[src/logic/emd_pkg.sv]
// Shared constants and types for the extended memory-operand datapath.
package emd_pkg;

  // ==========================================================================
  // Widths
  localparam int DATA_W = 8;
  localparam int PROG_W = 16;
  localparam int PAGE_W = 8;
  localparam int FLAGS_W = 6;

  // ==========================================================================
  // Flag positions in the status bus
  localparam int FLAG_C = 0;
  localparam int FLAG_Z = 1;
  localparam int FLAG_HALF = 2;
  localparam int FLAG_WRAP = 3;
  localparam int FLAG_SIGN = 4;
  localparam int FLAG_CHAIN = 5;

  // ==========================================================================
  // Constant values
  localparam logic [7:0] BYTE_ZERO = 8'h00;
  localparam logic [7:0] BYTE_ONE = 8'h01;
  localparam logic [7:0] BYTE_ONES = 8'hff;
  localparam logic [7:0] PAGE_LAST = 8'hff;
  localparam logic [5:0] FLAGS_RST = 6'h00;
  localparam logic [7:0] WORK_RST = 8'h00;
  localparam logic [7:0] PTR_RST = 8'h00;

  // ==========================================================================
  // Operations
  typedef enum logic [4:0] {
    rot_right,
    rot_right_to_work,
    rot_right_carry,
    rot_right_carry_to_work,
    sub_borrow,
    sub_borrow_to_mem,
    subtract_plain,
    subtract_to_mem,
    dec_skip_zero,
    dec_skip_zero_to_work,
    inc_skip_zero,
    inc_skip_zero_to_work,
    set_all_bits,
    set_one_bit,
    skip_nonzero,
    skip_nonzero_bit,
    nibble_exchange,
    nibble_exchange_to_work,
    skip_if_zero,
    copy_skip_if_zero,
    skip_zero_bit,
    table_read_current,
    table_read_last,
    table_read_incr,
    table_read_incr_last,
    xor_to_work,
    xor_to_mem
  } emd_op_t;

endpackage

[src/logic/emd_datapath.sv]
// Extended memory-operand instruction datapath: sequencer and held state.
// ============================================================================
`timescale 1ns/1ns
module emd_datapath #(
  parameter int DATA_AW = 12
) (
  input wire logic clk,
  input wire logic reset,
  input wire logic start,
  input emd_pkg::emd_op_t op,
  input wire logic [DATA_AW-1:0] operand_addr,
  input wire logic [2:0] bit_sel,
  input wire logic work_load,
  input wire logic [7:0] work_load_data,
  input wire logic ptr_load,
  input wire logic [7:0] ptr_load_low,
  input wire logic [7:0] ptr_load_high,
  input wire logic [7:0] mem_rd_data,
  input wire logic [15:0] prog_data,
  output logic busy_r,
  output logic done_r,
  output logic skip_r,
  output logic [DATA_AW-1:0] mem_addr_r,
  output logic mem_rd_en_r,
  output logic mem_wr_en_r,
  output logic [7:0] mem_wr_data_r,
  output logic prog_rd_en_r,
  output logic [15:0] prog_addr_r,
  output logic [7:0] work_register_r,
  output logic [7:0] table_ptr_low_r,
  output logic [7:0] table_ptr_high_r,
  output logic [7:0] table_high_latch_r,
  output logic [5:0] flags_r
);

  // ==========================================================================
  // Sequencer state
  typedef enum logic [2:0] {
    IDLE,
    MEM_RD,
    TBL_RD,
    EXEC,
    DUMMY
  } emd_state_t;

  emd_state_t state_r;
  emd_pkg::emd_op_t op_r;
  logic [2:0] bit_r;
  logic accept;
  logic is_tbl;
  logic is_incr;
  logic is_last;
  logic tbl_r;
  logic [7:0] ptr_low_nxt;
  logic [7:0] alu_res;
  logic [5:0] alu_flags;
  logic alu_mem;
  logic alu_work;
  logic alu_skip;
  logic exec;
  logic skip_taken;

  assign accept = (state_r == IDLE) && start;
  assign is_incr = (op == emd_pkg::table_read_incr) ||
    (op == emd_pkg::table_read_incr_last);
  assign is_last = (op == emd_pkg::table_read_last) ||
    (op == emd_pkg::table_read_incr_last);
  assign is_tbl = is_incr || is_last || (op == emd_pkg::table_read_current);
  assign ptr_low_nxt = is_incr ? table_ptr_low_r + 8'h01 : table_ptr_low_r;
  assign exec = (state_r == EXEC);
  assign skip_taken = exec && !tbl_r && alu_skip;

  emd_alu u_alu (
    .op(op_r),
    .operand(mem_rd_data),
    .work(work_register_r),
    .flags_in(flags_r),
    .bit_sel(bit_r),
    .result(alu_res),
    .flags_out(alu_flags),
    .to_mem(alu_mem),
    .to_work(alu_work),
    .skip(alu_skip)
  );

  // ==========================================================================
  // Instruction sequencing
  always_ff @(posedge clk) begin
    if (reset) begin
      state_r <= IDLE;
    end else begin
      unique case (state_r)
        IDLE: begin
          if (start) begin
            state_r <= is_tbl ? TBL_RD : MEM_RD;
          end
        end
        MEM_RD: begin
          state_r <= EXEC;
        end
        TBL_RD: begin
          state_r <= EXEC;
        end
        EXEC: begin
          state_r <= skip_taken ? DUMMY : IDLE;
        end
        DUMMY: begin
          state_r <= IDLE;
        end
      endcase
    end
  end

  always_ff @(posedge clk) begin
    if (reset) begin
      op_r <= emd_pkg::rot_right;
      bit_r <= 3'h0;
      tbl_r <= 1'b0;
    end else if (accept) begin
      op_r <= op;
      bit_r <= bit_sel;
      tbl_r <= is_tbl;
    end
  end

  always_ff @(posedge clk) begin
    if (reset) begin
      busy_r <= 1'b0;
      done_r <= 1'b0;
      skip_r <= 1'b0;
    end else begin
      busy_r <= accept || state_r == MEM_RD || state_r == TBL_RD ||
        skip_taken;
      done_r <= (exec && !skip_taken) || state_r == DUMMY;
      skip_r <= skip_taken;
    end
  end

  // ==========================================================================
  // Data memory port
  always_ff @(posedge clk) begin
    if (reset) begin
      mem_addr_r <= '0;
      mem_rd_en_r <= 1'b0;
    end else begin
      mem_rd_en_r <= accept && !is_tbl;
      if (accept) begin
        mem_addr_r <= operand_addr;
      end
    end
  end

  always_ff @(posedge clk) begin
    if (reset) begin
      mem_wr_en_r <= 1'b0;
      mem_wr_data_r <= emd_pkg::BYTE_ZERO;
    end else begin
      mem_wr_en_r <= exec && (tbl_r || alu_mem);
      if (exec) begin
        mem_wr_data_r <= tbl_r ? prog_data[7:0] : alu_res;
      end
    end
  end

  // ==========================================================================
  // Table pointer, program memory port and high-byte latch
  always_ff @(posedge clk) begin
    if (reset) begin
      table_ptr_low_r <= emd_pkg::PTR_RST;
      table_ptr_high_r <= emd_pkg::PTR_RST;
    end else if (accept && is_tbl) begin
      table_ptr_low_r <= ptr_low_nxt;
    end else if (state_r == IDLE && ptr_load) begin
      table_ptr_low_r <= ptr_load_low;
      table_ptr_high_r <= ptr_load_high;
    end
  end

  always_ff @(posedge clk) begin
    if (reset) begin
      prog_rd_en_r <= 1'b0;
      prog_addr_r <= 16'h0000;
    end else begin
      prog_rd_en_r <= accept && is_tbl;
      if (accept && is_tbl) begin
        prog_addr_r <= is_last ? {emd_pkg::PAGE_LAST, ptr_low_nxt}
          : {table_ptr_high_r, ptr_low_nxt};
      end
    end
  end

  always_ff @(posedge clk) begin
    if (reset) begin
      table_high_latch_r <= emd_pkg::BYTE_ZERO;
    end else if (exec && tbl_r) begin
      table_high_latch_r <= prog_data[15:8];
    end
  end

  // ==========================================================================
  // Working register and flags
  always_ff @(posedge clk) begin
    if (reset) begin
      work_register_r <= emd_pkg::WORK_RST;
    end else if (exec && !tbl_r && alu_work) begin
      work_register_r <= alu_res;
    end else if (state_r == IDLE && work_load) begin
      work_register_r <= work_load_data;
    end
  end

  always_ff @(posedge clk) begin
    if (reset) begin
      flags_r <= emd_pkg::FLAGS_RST;
    end else if (exec && !tbl_r) begin
      flags_r <= alu_flags;
    end
  end

  // ==========================================================================
  // Checks
  logic [7:0] prev_opnd_r;
  logic [7:0] prev_work_r;
  logic [5:0] prev_flags_r;
  logic [15:0] prev_prog_r;
  logic [2:0] prev_bit_r;

  always_ff @(posedge clk) begin
    prev_opnd_r <= mem_rd_data;
    prev_work_r <= work_register_r;
    prev_flags_r <= flags_r;
    prev_prog_r <= prog_data;
    prev_bit_r <= bit_r;
  end
endmodule

[src/logic/emd_alu.sv]
// Combinational result, flag and skip logic for one memory-operand operation.
`timescale 1ns/1ns
module emd_alu (
  input emd_pkg::emd_op_t op,
  input wire logic [7:0] operand,
  input wire logic [7:0] work,
  input wire logic [5:0] flags_in,
  input wire logic [2:0] bit_sel,
  output logic [7:0] result,
  output logic [5:0] flags_out,
  output logic to_mem,
  output logic to_work,
  output logic skip
);

  logic borrow_in;
  logic [8:0] diff;
  logic [4:0] nib;
  logic ov;
  logic z;

  // Carry reads as an inverted borrow on the way in and on the way out.
  assign borrow_in = (op == emd_pkg::sub_borrow ||
    op == emd_pkg::sub_borrow_to_mem) ? ~flags_in[emd_pkg::FLAG_C] : 1'b0;
  assign diff = {1'b0, work} - {1'b0, operand} - {8'h00, borrow_in};
  assign nib = {1'b0, work[3:0]} - {1'b0, operand[3:0]} - {4'h0, borrow_in};
  assign ov = (work[7] ^ operand[7]) & (work[7] ^ diff[7]);
  assign z = (diff[7:0] == emd_pkg::BYTE_ZERO);

  always_comb begin
    result = operand;
    flags_out = flags_in;
    to_mem = 1'b0;
    to_work = 1'b0;
    skip = 1'b0;
    unique case (op)
      emd_pkg::rot_right, emd_pkg::rot_right_to_work: begin
        result = {operand[0], operand[7:1]};
        to_mem = (op == emd_pkg::rot_right);
        to_work = !to_mem;
      end
      emd_pkg::rot_right_carry, emd_pkg::rot_right_carry_to_work: begin
        result = {flags_in[emd_pkg::FLAG_C], operand[7:1]};
        flags_out[emd_pkg::FLAG_C] = operand[0];
        to_mem = (op == emd_pkg::rot_right_carry);
        to_work = !to_mem;
      end
      emd_pkg::sub_borrow, emd_pkg::sub_borrow_to_mem,
      emd_pkg::subtract_plain, emd_pkg::subtract_to_mem: begin
        result = diff[7:0];
        flags_out[emd_pkg::FLAG_C] = ~diff[8];
        flags_out[emd_pkg::FLAG_HALF] = ~nib[4];
        flags_out[emd_pkg::FLAG_WRAP] = ov;
        flags_out[emd_pkg::FLAG_Z] = z;
        flags_out[emd_pkg::FLAG_SIGN] = diff[7] ^ ov;
        flags_out[emd_pkg::FLAG_CHAIN] = (op == emd_pkg::sub_borrow ||
          op == emd_pkg::sub_borrow_to_mem) ?
          (z & flags_in[emd_pkg::FLAG_CHAIN]) : z;
        to_mem = (op == emd_pkg::sub_borrow_to_mem ||
          op == emd_pkg::subtract_to_mem);
        to_work = !to_mem;
      end
      emd_pkg::dec_skip_zero, emd_pkg::dec_skip_zero_to_work: begin
        result = operand - emd_pkg::BYTE_ONE;
        skip = (result == emd_pkg::BYTE_ZERO);
        to_mem = (op == emd_pkg::dec_skip_zero);
        to_work = !to_mem;
      end
      emd_pkg::inc_skip_zero, emd_pkg::inc_skip_zero_to_work: begin
        result = operand + emd_pkg::BYTE_ONE;
        skip = (result == emd_pkg::BYTE_ZERO);
        to_mem = (op == emd_pkg::inc_skip_zero);
        to_work = !to_mem;
      end
      emd_pkg::set_all_bits: begin
        result = emd_pkg::BYTE_ONES;
        to_mem = 1'b1;
      end
      emd_pkg::set_one_bit: begin
        result[bit_sel] = 1'b1;
        to_mem = 1'b1;
      end
      emd_pkg::skip_nonzero: begin
        skip = (operand != emd_pkg::BYTE_ZERO);
      end
      emd_pkg::skip_nonzero_bit: begin
        skip = operand[bit_sel];
      end
      emd_pkg::nibble_exchange, emd_pkg::nibble_exchange_to_work: begin
        result = {operand[3:0], operand[7:4]};
        to_mem = (op == emd_pkg::nibble_exchange);
        to_work = !to_mem;
      end
      emd_pkg::skip_if_zero, emd_pkg::copy_skip_if_zero: begin
        skip = (operand == emd_pkg::BYTE_ZERO);
        to_work = (op == emd_pkg::copy_skip_if_zero);
      end
      emd_pkg::skip_zero_bit: begin
        skip = !operand[bit_sel];
      end
      emd_pkg::xor_to_work, emd_pkg::xor_to_mem: begin
        result = work ^ operand;
        flags_out[emd_pkg::FLAG_Z] = (result == emd_pkg::BYTE_ZERO);
        to_mem = (op == emd_pkg::xor_to_mem);
        to_work = !to_mem;
      end
      emd_pkg::table_read_current, emd_pkg::table_read_last,
      emd_pkg::table_read_incr, emd_pkg::table_read_incr_last: begin
        result = operand;
      end
      default: begin
        result = operand;
      end
    endcase
  end

endmodule

[config.mk]
export PLATFORM = sky130hd
export DESIGN_NAME = emd_datapath
export DESIGN_NICKNAME = d
export VERILOG_FILES = /design/src/logic/emd_pkg.sv /design/src/logic/emd_datapath.sv /design/src/logic/emd_alu.sv
export SDC_FILE = /design/constraint.sdc
export NUM_CORES = 1
export LEC_CHECK = 0
export ABC_AREA = 0
export BUFFER_PORTS_ARGS = -buffer_cell sky130_fd_sc_hd__buf_2
export CORE_AREA = 2 2 89 126
export CTS_BUF_LIST = sky130_fd_sc_hd__clkbuf_2 sky130_fd_sc_hd__clkbuf_4 sky130_fd_sc_hd__clkbuf_8
export DETAILED_ROUTE_END_ITERATION = 16
export DIE_AREA = 0 0 91 128
export PLACE_DENSITY_LB_ADDON = 0.1
export SLEW_MARGIN = 20
export SYNTH_ARGS = -nofsm -noshare
export SYNTH_HDL_FRONTEND = slang
export SYNTH_HIERARCHICAL = 1
export SYNTH_SLANG_ARGS = --single-unit
[constraint.sdc]
create_clock -name clk -period 8.4 [get_ports clk]
set_input_delay 0.42 -clock clk [delete_from_list [all_inputs] [get_ports clk]]
set_output_delay 0.42 -clock clk [all_outputs]
set_load 0.005 [all_outputs]
==> flow_metrics.tcl <==
set metrics [dict create \
    track_usage 0.292 \
    rows 45 \
    synth_cell_types 83 \
    avgSynthCellArea_sq_um 7.85 \
    cts-htree-levels 3 \
    rsz0062_at_grt "no" \
    slew_violations 0 \
    synth_area_leaders "dfxtp_1 (32%), nand2_1 (7.9%), a21oi_1 (6.7%)" \
    gp_congestion 0.969 \
    n_fill_cell 975 \
    antenna_left 0 \
    cp_data_required_time_ns 8.63 \
    fmax_ghz 0.228 \
    syn_nets 819 \
    hold_viol_final 0 \
    ys_seq_elements 92 \
    relSlewSlack 0.277 \
    grt_pass1_vias 5392 \
    core-area_sq_um 10600 \
    holdCritPathClass "input pin to flop" \
    wl_per_cell_um 17.6 \
    tightestPinTransition_ns 1.08 \
    cp_max_fo 18 \
    synthArstFlopShare 0 \
    hpwl_um 13000 \
    min_period_ns 4.38 \
    port_buffers 152 \
    diodes 0 \
    layout.nets 937 \
    path_clk_slew_ns 0.11 \
    critPathKind "flop to flop" \
    via_per_inst 5.90 \
    final_area_sq_um 6650 \
    syn-cell-area_sq_um 5690 \
    dr_total_vias 5833 \
    cp.arrival_ns 4.61 \
    yosys.area_share.simple 0.239 \
    fin_util 0.628 \
    hold_buffers 0 \
    powerDensity_nw_per_um2 166 \
    initial_core_util 0.537 \
    synthMuxAreaShare 0.0451 \
    worstSetupStartpointType "flop" \
    cts_sinks 92 \
    rrSetupSlack_ns 4.02 \
    grt_max_degree 96 \
    synthTopCellsByCount "nand2_1 (120), dfxtp_1 (92), a21oi_1 (76)" \
    cts_tree "built" \
    fin_skew_ns 0.0145 \
    synth_most_common_cell "nand2_1" \
    synth_top_cell_by_area "dfxtp_1" \
    initialDrtViolationCount 357 \
    place_area_sq_um 6440 \
    io_pins 153 \
    clock_path_buffers 2 \
    vdd_drop_max_uv 127 \
    setup_violations 0 \
    clk_latency_ns 0.38 \
    drive_gt1_frac 0.235 \
    leakagePower_nw 2.77 \
    finalSetupTns_ns 0 \
    synth-adder-area-share 0.0511 \
    fin_ws_ns 4.02 \
    antenna_found_initial 0 \
    yosysSeqAreaShare 0.324 \
    synth_top_family_by_area "simple AND/OR/NAND/NOR gates" \
    holdWs_ns 0.261 \
    dieWidth_um 91 \
    synth.yosys.warnings 6 \
    drt_first_pass_iters 5 \
    wirelength_um 17400 \
    die-height_um 128 \
    synth-edff-count 0 \
    cts_root_buf "clkbuf_8" \
    post_cts_resized 0 \
    synth_compound_area_frac 0.233 \
    fin_crit_sh 0.522 \
    grt_pass1_wl_um 27400 \
    synth_ff_type "dfxtp_1" \
    drc 0 \
    syn_inst 724 \
    synth-xor-area-share 0.0491 \
    cap_violations 0 \
    dieArea_sq_um 11600 \
    place_ws_ns 4.07 \
    cts_setup_buffers 0 \
    grt_overflow 0 \
    synthDominantCellAreaShare 0.324 \
    cts_buffers 9 \
    crit_path_end_kind "flop" \
    outcome "finished, final reports clean" \
    area_delta_synth_final_pct 16.9 \
]
[path summary, 6_finish.rpt]
| path | from | endpoint | cells after the start |
|---|---|---|---|
| max | op_r[2] | mem_wr_data_r[6] | 13 |
| min | ptr_load_high[1] | table_ptr_high_r[1] | 3 |
| max reg2reg | op_r[2] | mem_wr_data_r[6] | 13 |
| min reg2reg | mem_addr_r[6] | mem_addr_r[6] | 2 |
[stage by stage]
stage | total power, mW | instances
finish | 1.11 | 988
global route | 1.16 | 988
CTS | 1.11 | 988
detailed placement | 0.804 | 972
global placement | 0.798 | 972
floorplan | 0.705 | 724
[cells by family (layout without fill, tap and decap cells)]
logic type / Yosys count / in the layout
muxes: 23 / 23
xor gates and xnor gates: 31 / 31
DFF: 92 / 92
and+or+nand+nor: 276 / 276
adders and majority gates: 22 / 22
AOI/OAI and AO/OA: 200 / 200
buffers and inverters: 80 / 203
[final cells by class]
type | count | area [sq um] | area share
timing repair buffer | 154 | 776 | 0.117
tap | 141 | 176 | 0.0265
clock inverter | 7 | 76.3 | 0.0115
sequential | 92 | 1840 | 0.277
multi-input combinational | 552 | 3530 | 0.531
inverter | 33 | 124 | 0.0186
clock buffer | 9 | 124 | 0.0186
[placed cells by master, fill, tap and decap left out, types with 19 or more instances in the layout]
cell type  synthesis  layout
dfxtp_1           92      92
nor2_1            65      65
ha_1              20      20
buf_2             11     152
nand2_1          120     120
mux2i_1           20      20
inv_1             32      32
a21oi_1           76      76
a211oi_1          24      24
xnor2_1           19      19
[power by group]
group          switching (mW)  internal (mW)  total [mW]
logic                   0.179          0.126       0.306
registers              0.0326          0.461       0.493
clock network           0.188          0.119       0.307
[critical path, stage by stage, from the launching register on]
cell      delay (ns)
dfxtp_1         0.65
nor3b_1         0.72
nand2b_1        0.16
or2_2           0.32
fa_1            0.42
fa_1            0.45
nand2b_1        0.21
a2111o_1        0.44
nand2_1         0.09
xor2_1          0.26
o221ai_1        0.16
o21a_1          0.16
mux2i_1         0.12
a211oi_1        0.09
[routing by layer]
| layer | part of all wire | up-vias | wire, um | global-route usage |
|---|---|---|---|---|
| li1 | - | 2818 | - | - |
| met1 | 0.38 | 2753 | 6690 | 0.328 |
| met2 | 0.53 | 215 | 9180 | 0.533 |
| met3 | 0.052 | 47 | 904 | 0.0558 |
| met4 | 0.036 | 0 | 629 | 0.133 |
| met5 | 0 | - | 0 | 0 |
[state kept, by name (all words and copies together), names as in the netlist, 3 cells and up]
| register | flops |
|---|---|
| bit_r | 3 |
| table_ptr_low_r | 8 |
| table_high_latch_r | 8 |
| state_r | 3 |
| mem_addr_r | 12 |
| table_ptr_high_r | 8 |
| prog_addr_r | 16 |
| op_r | 5 |
| mem_wr_data_r | 8 |
| flags_r | 6 |
| work_register_r | 8 |
No activity file was read; power rests on OpenSTA's default activity.
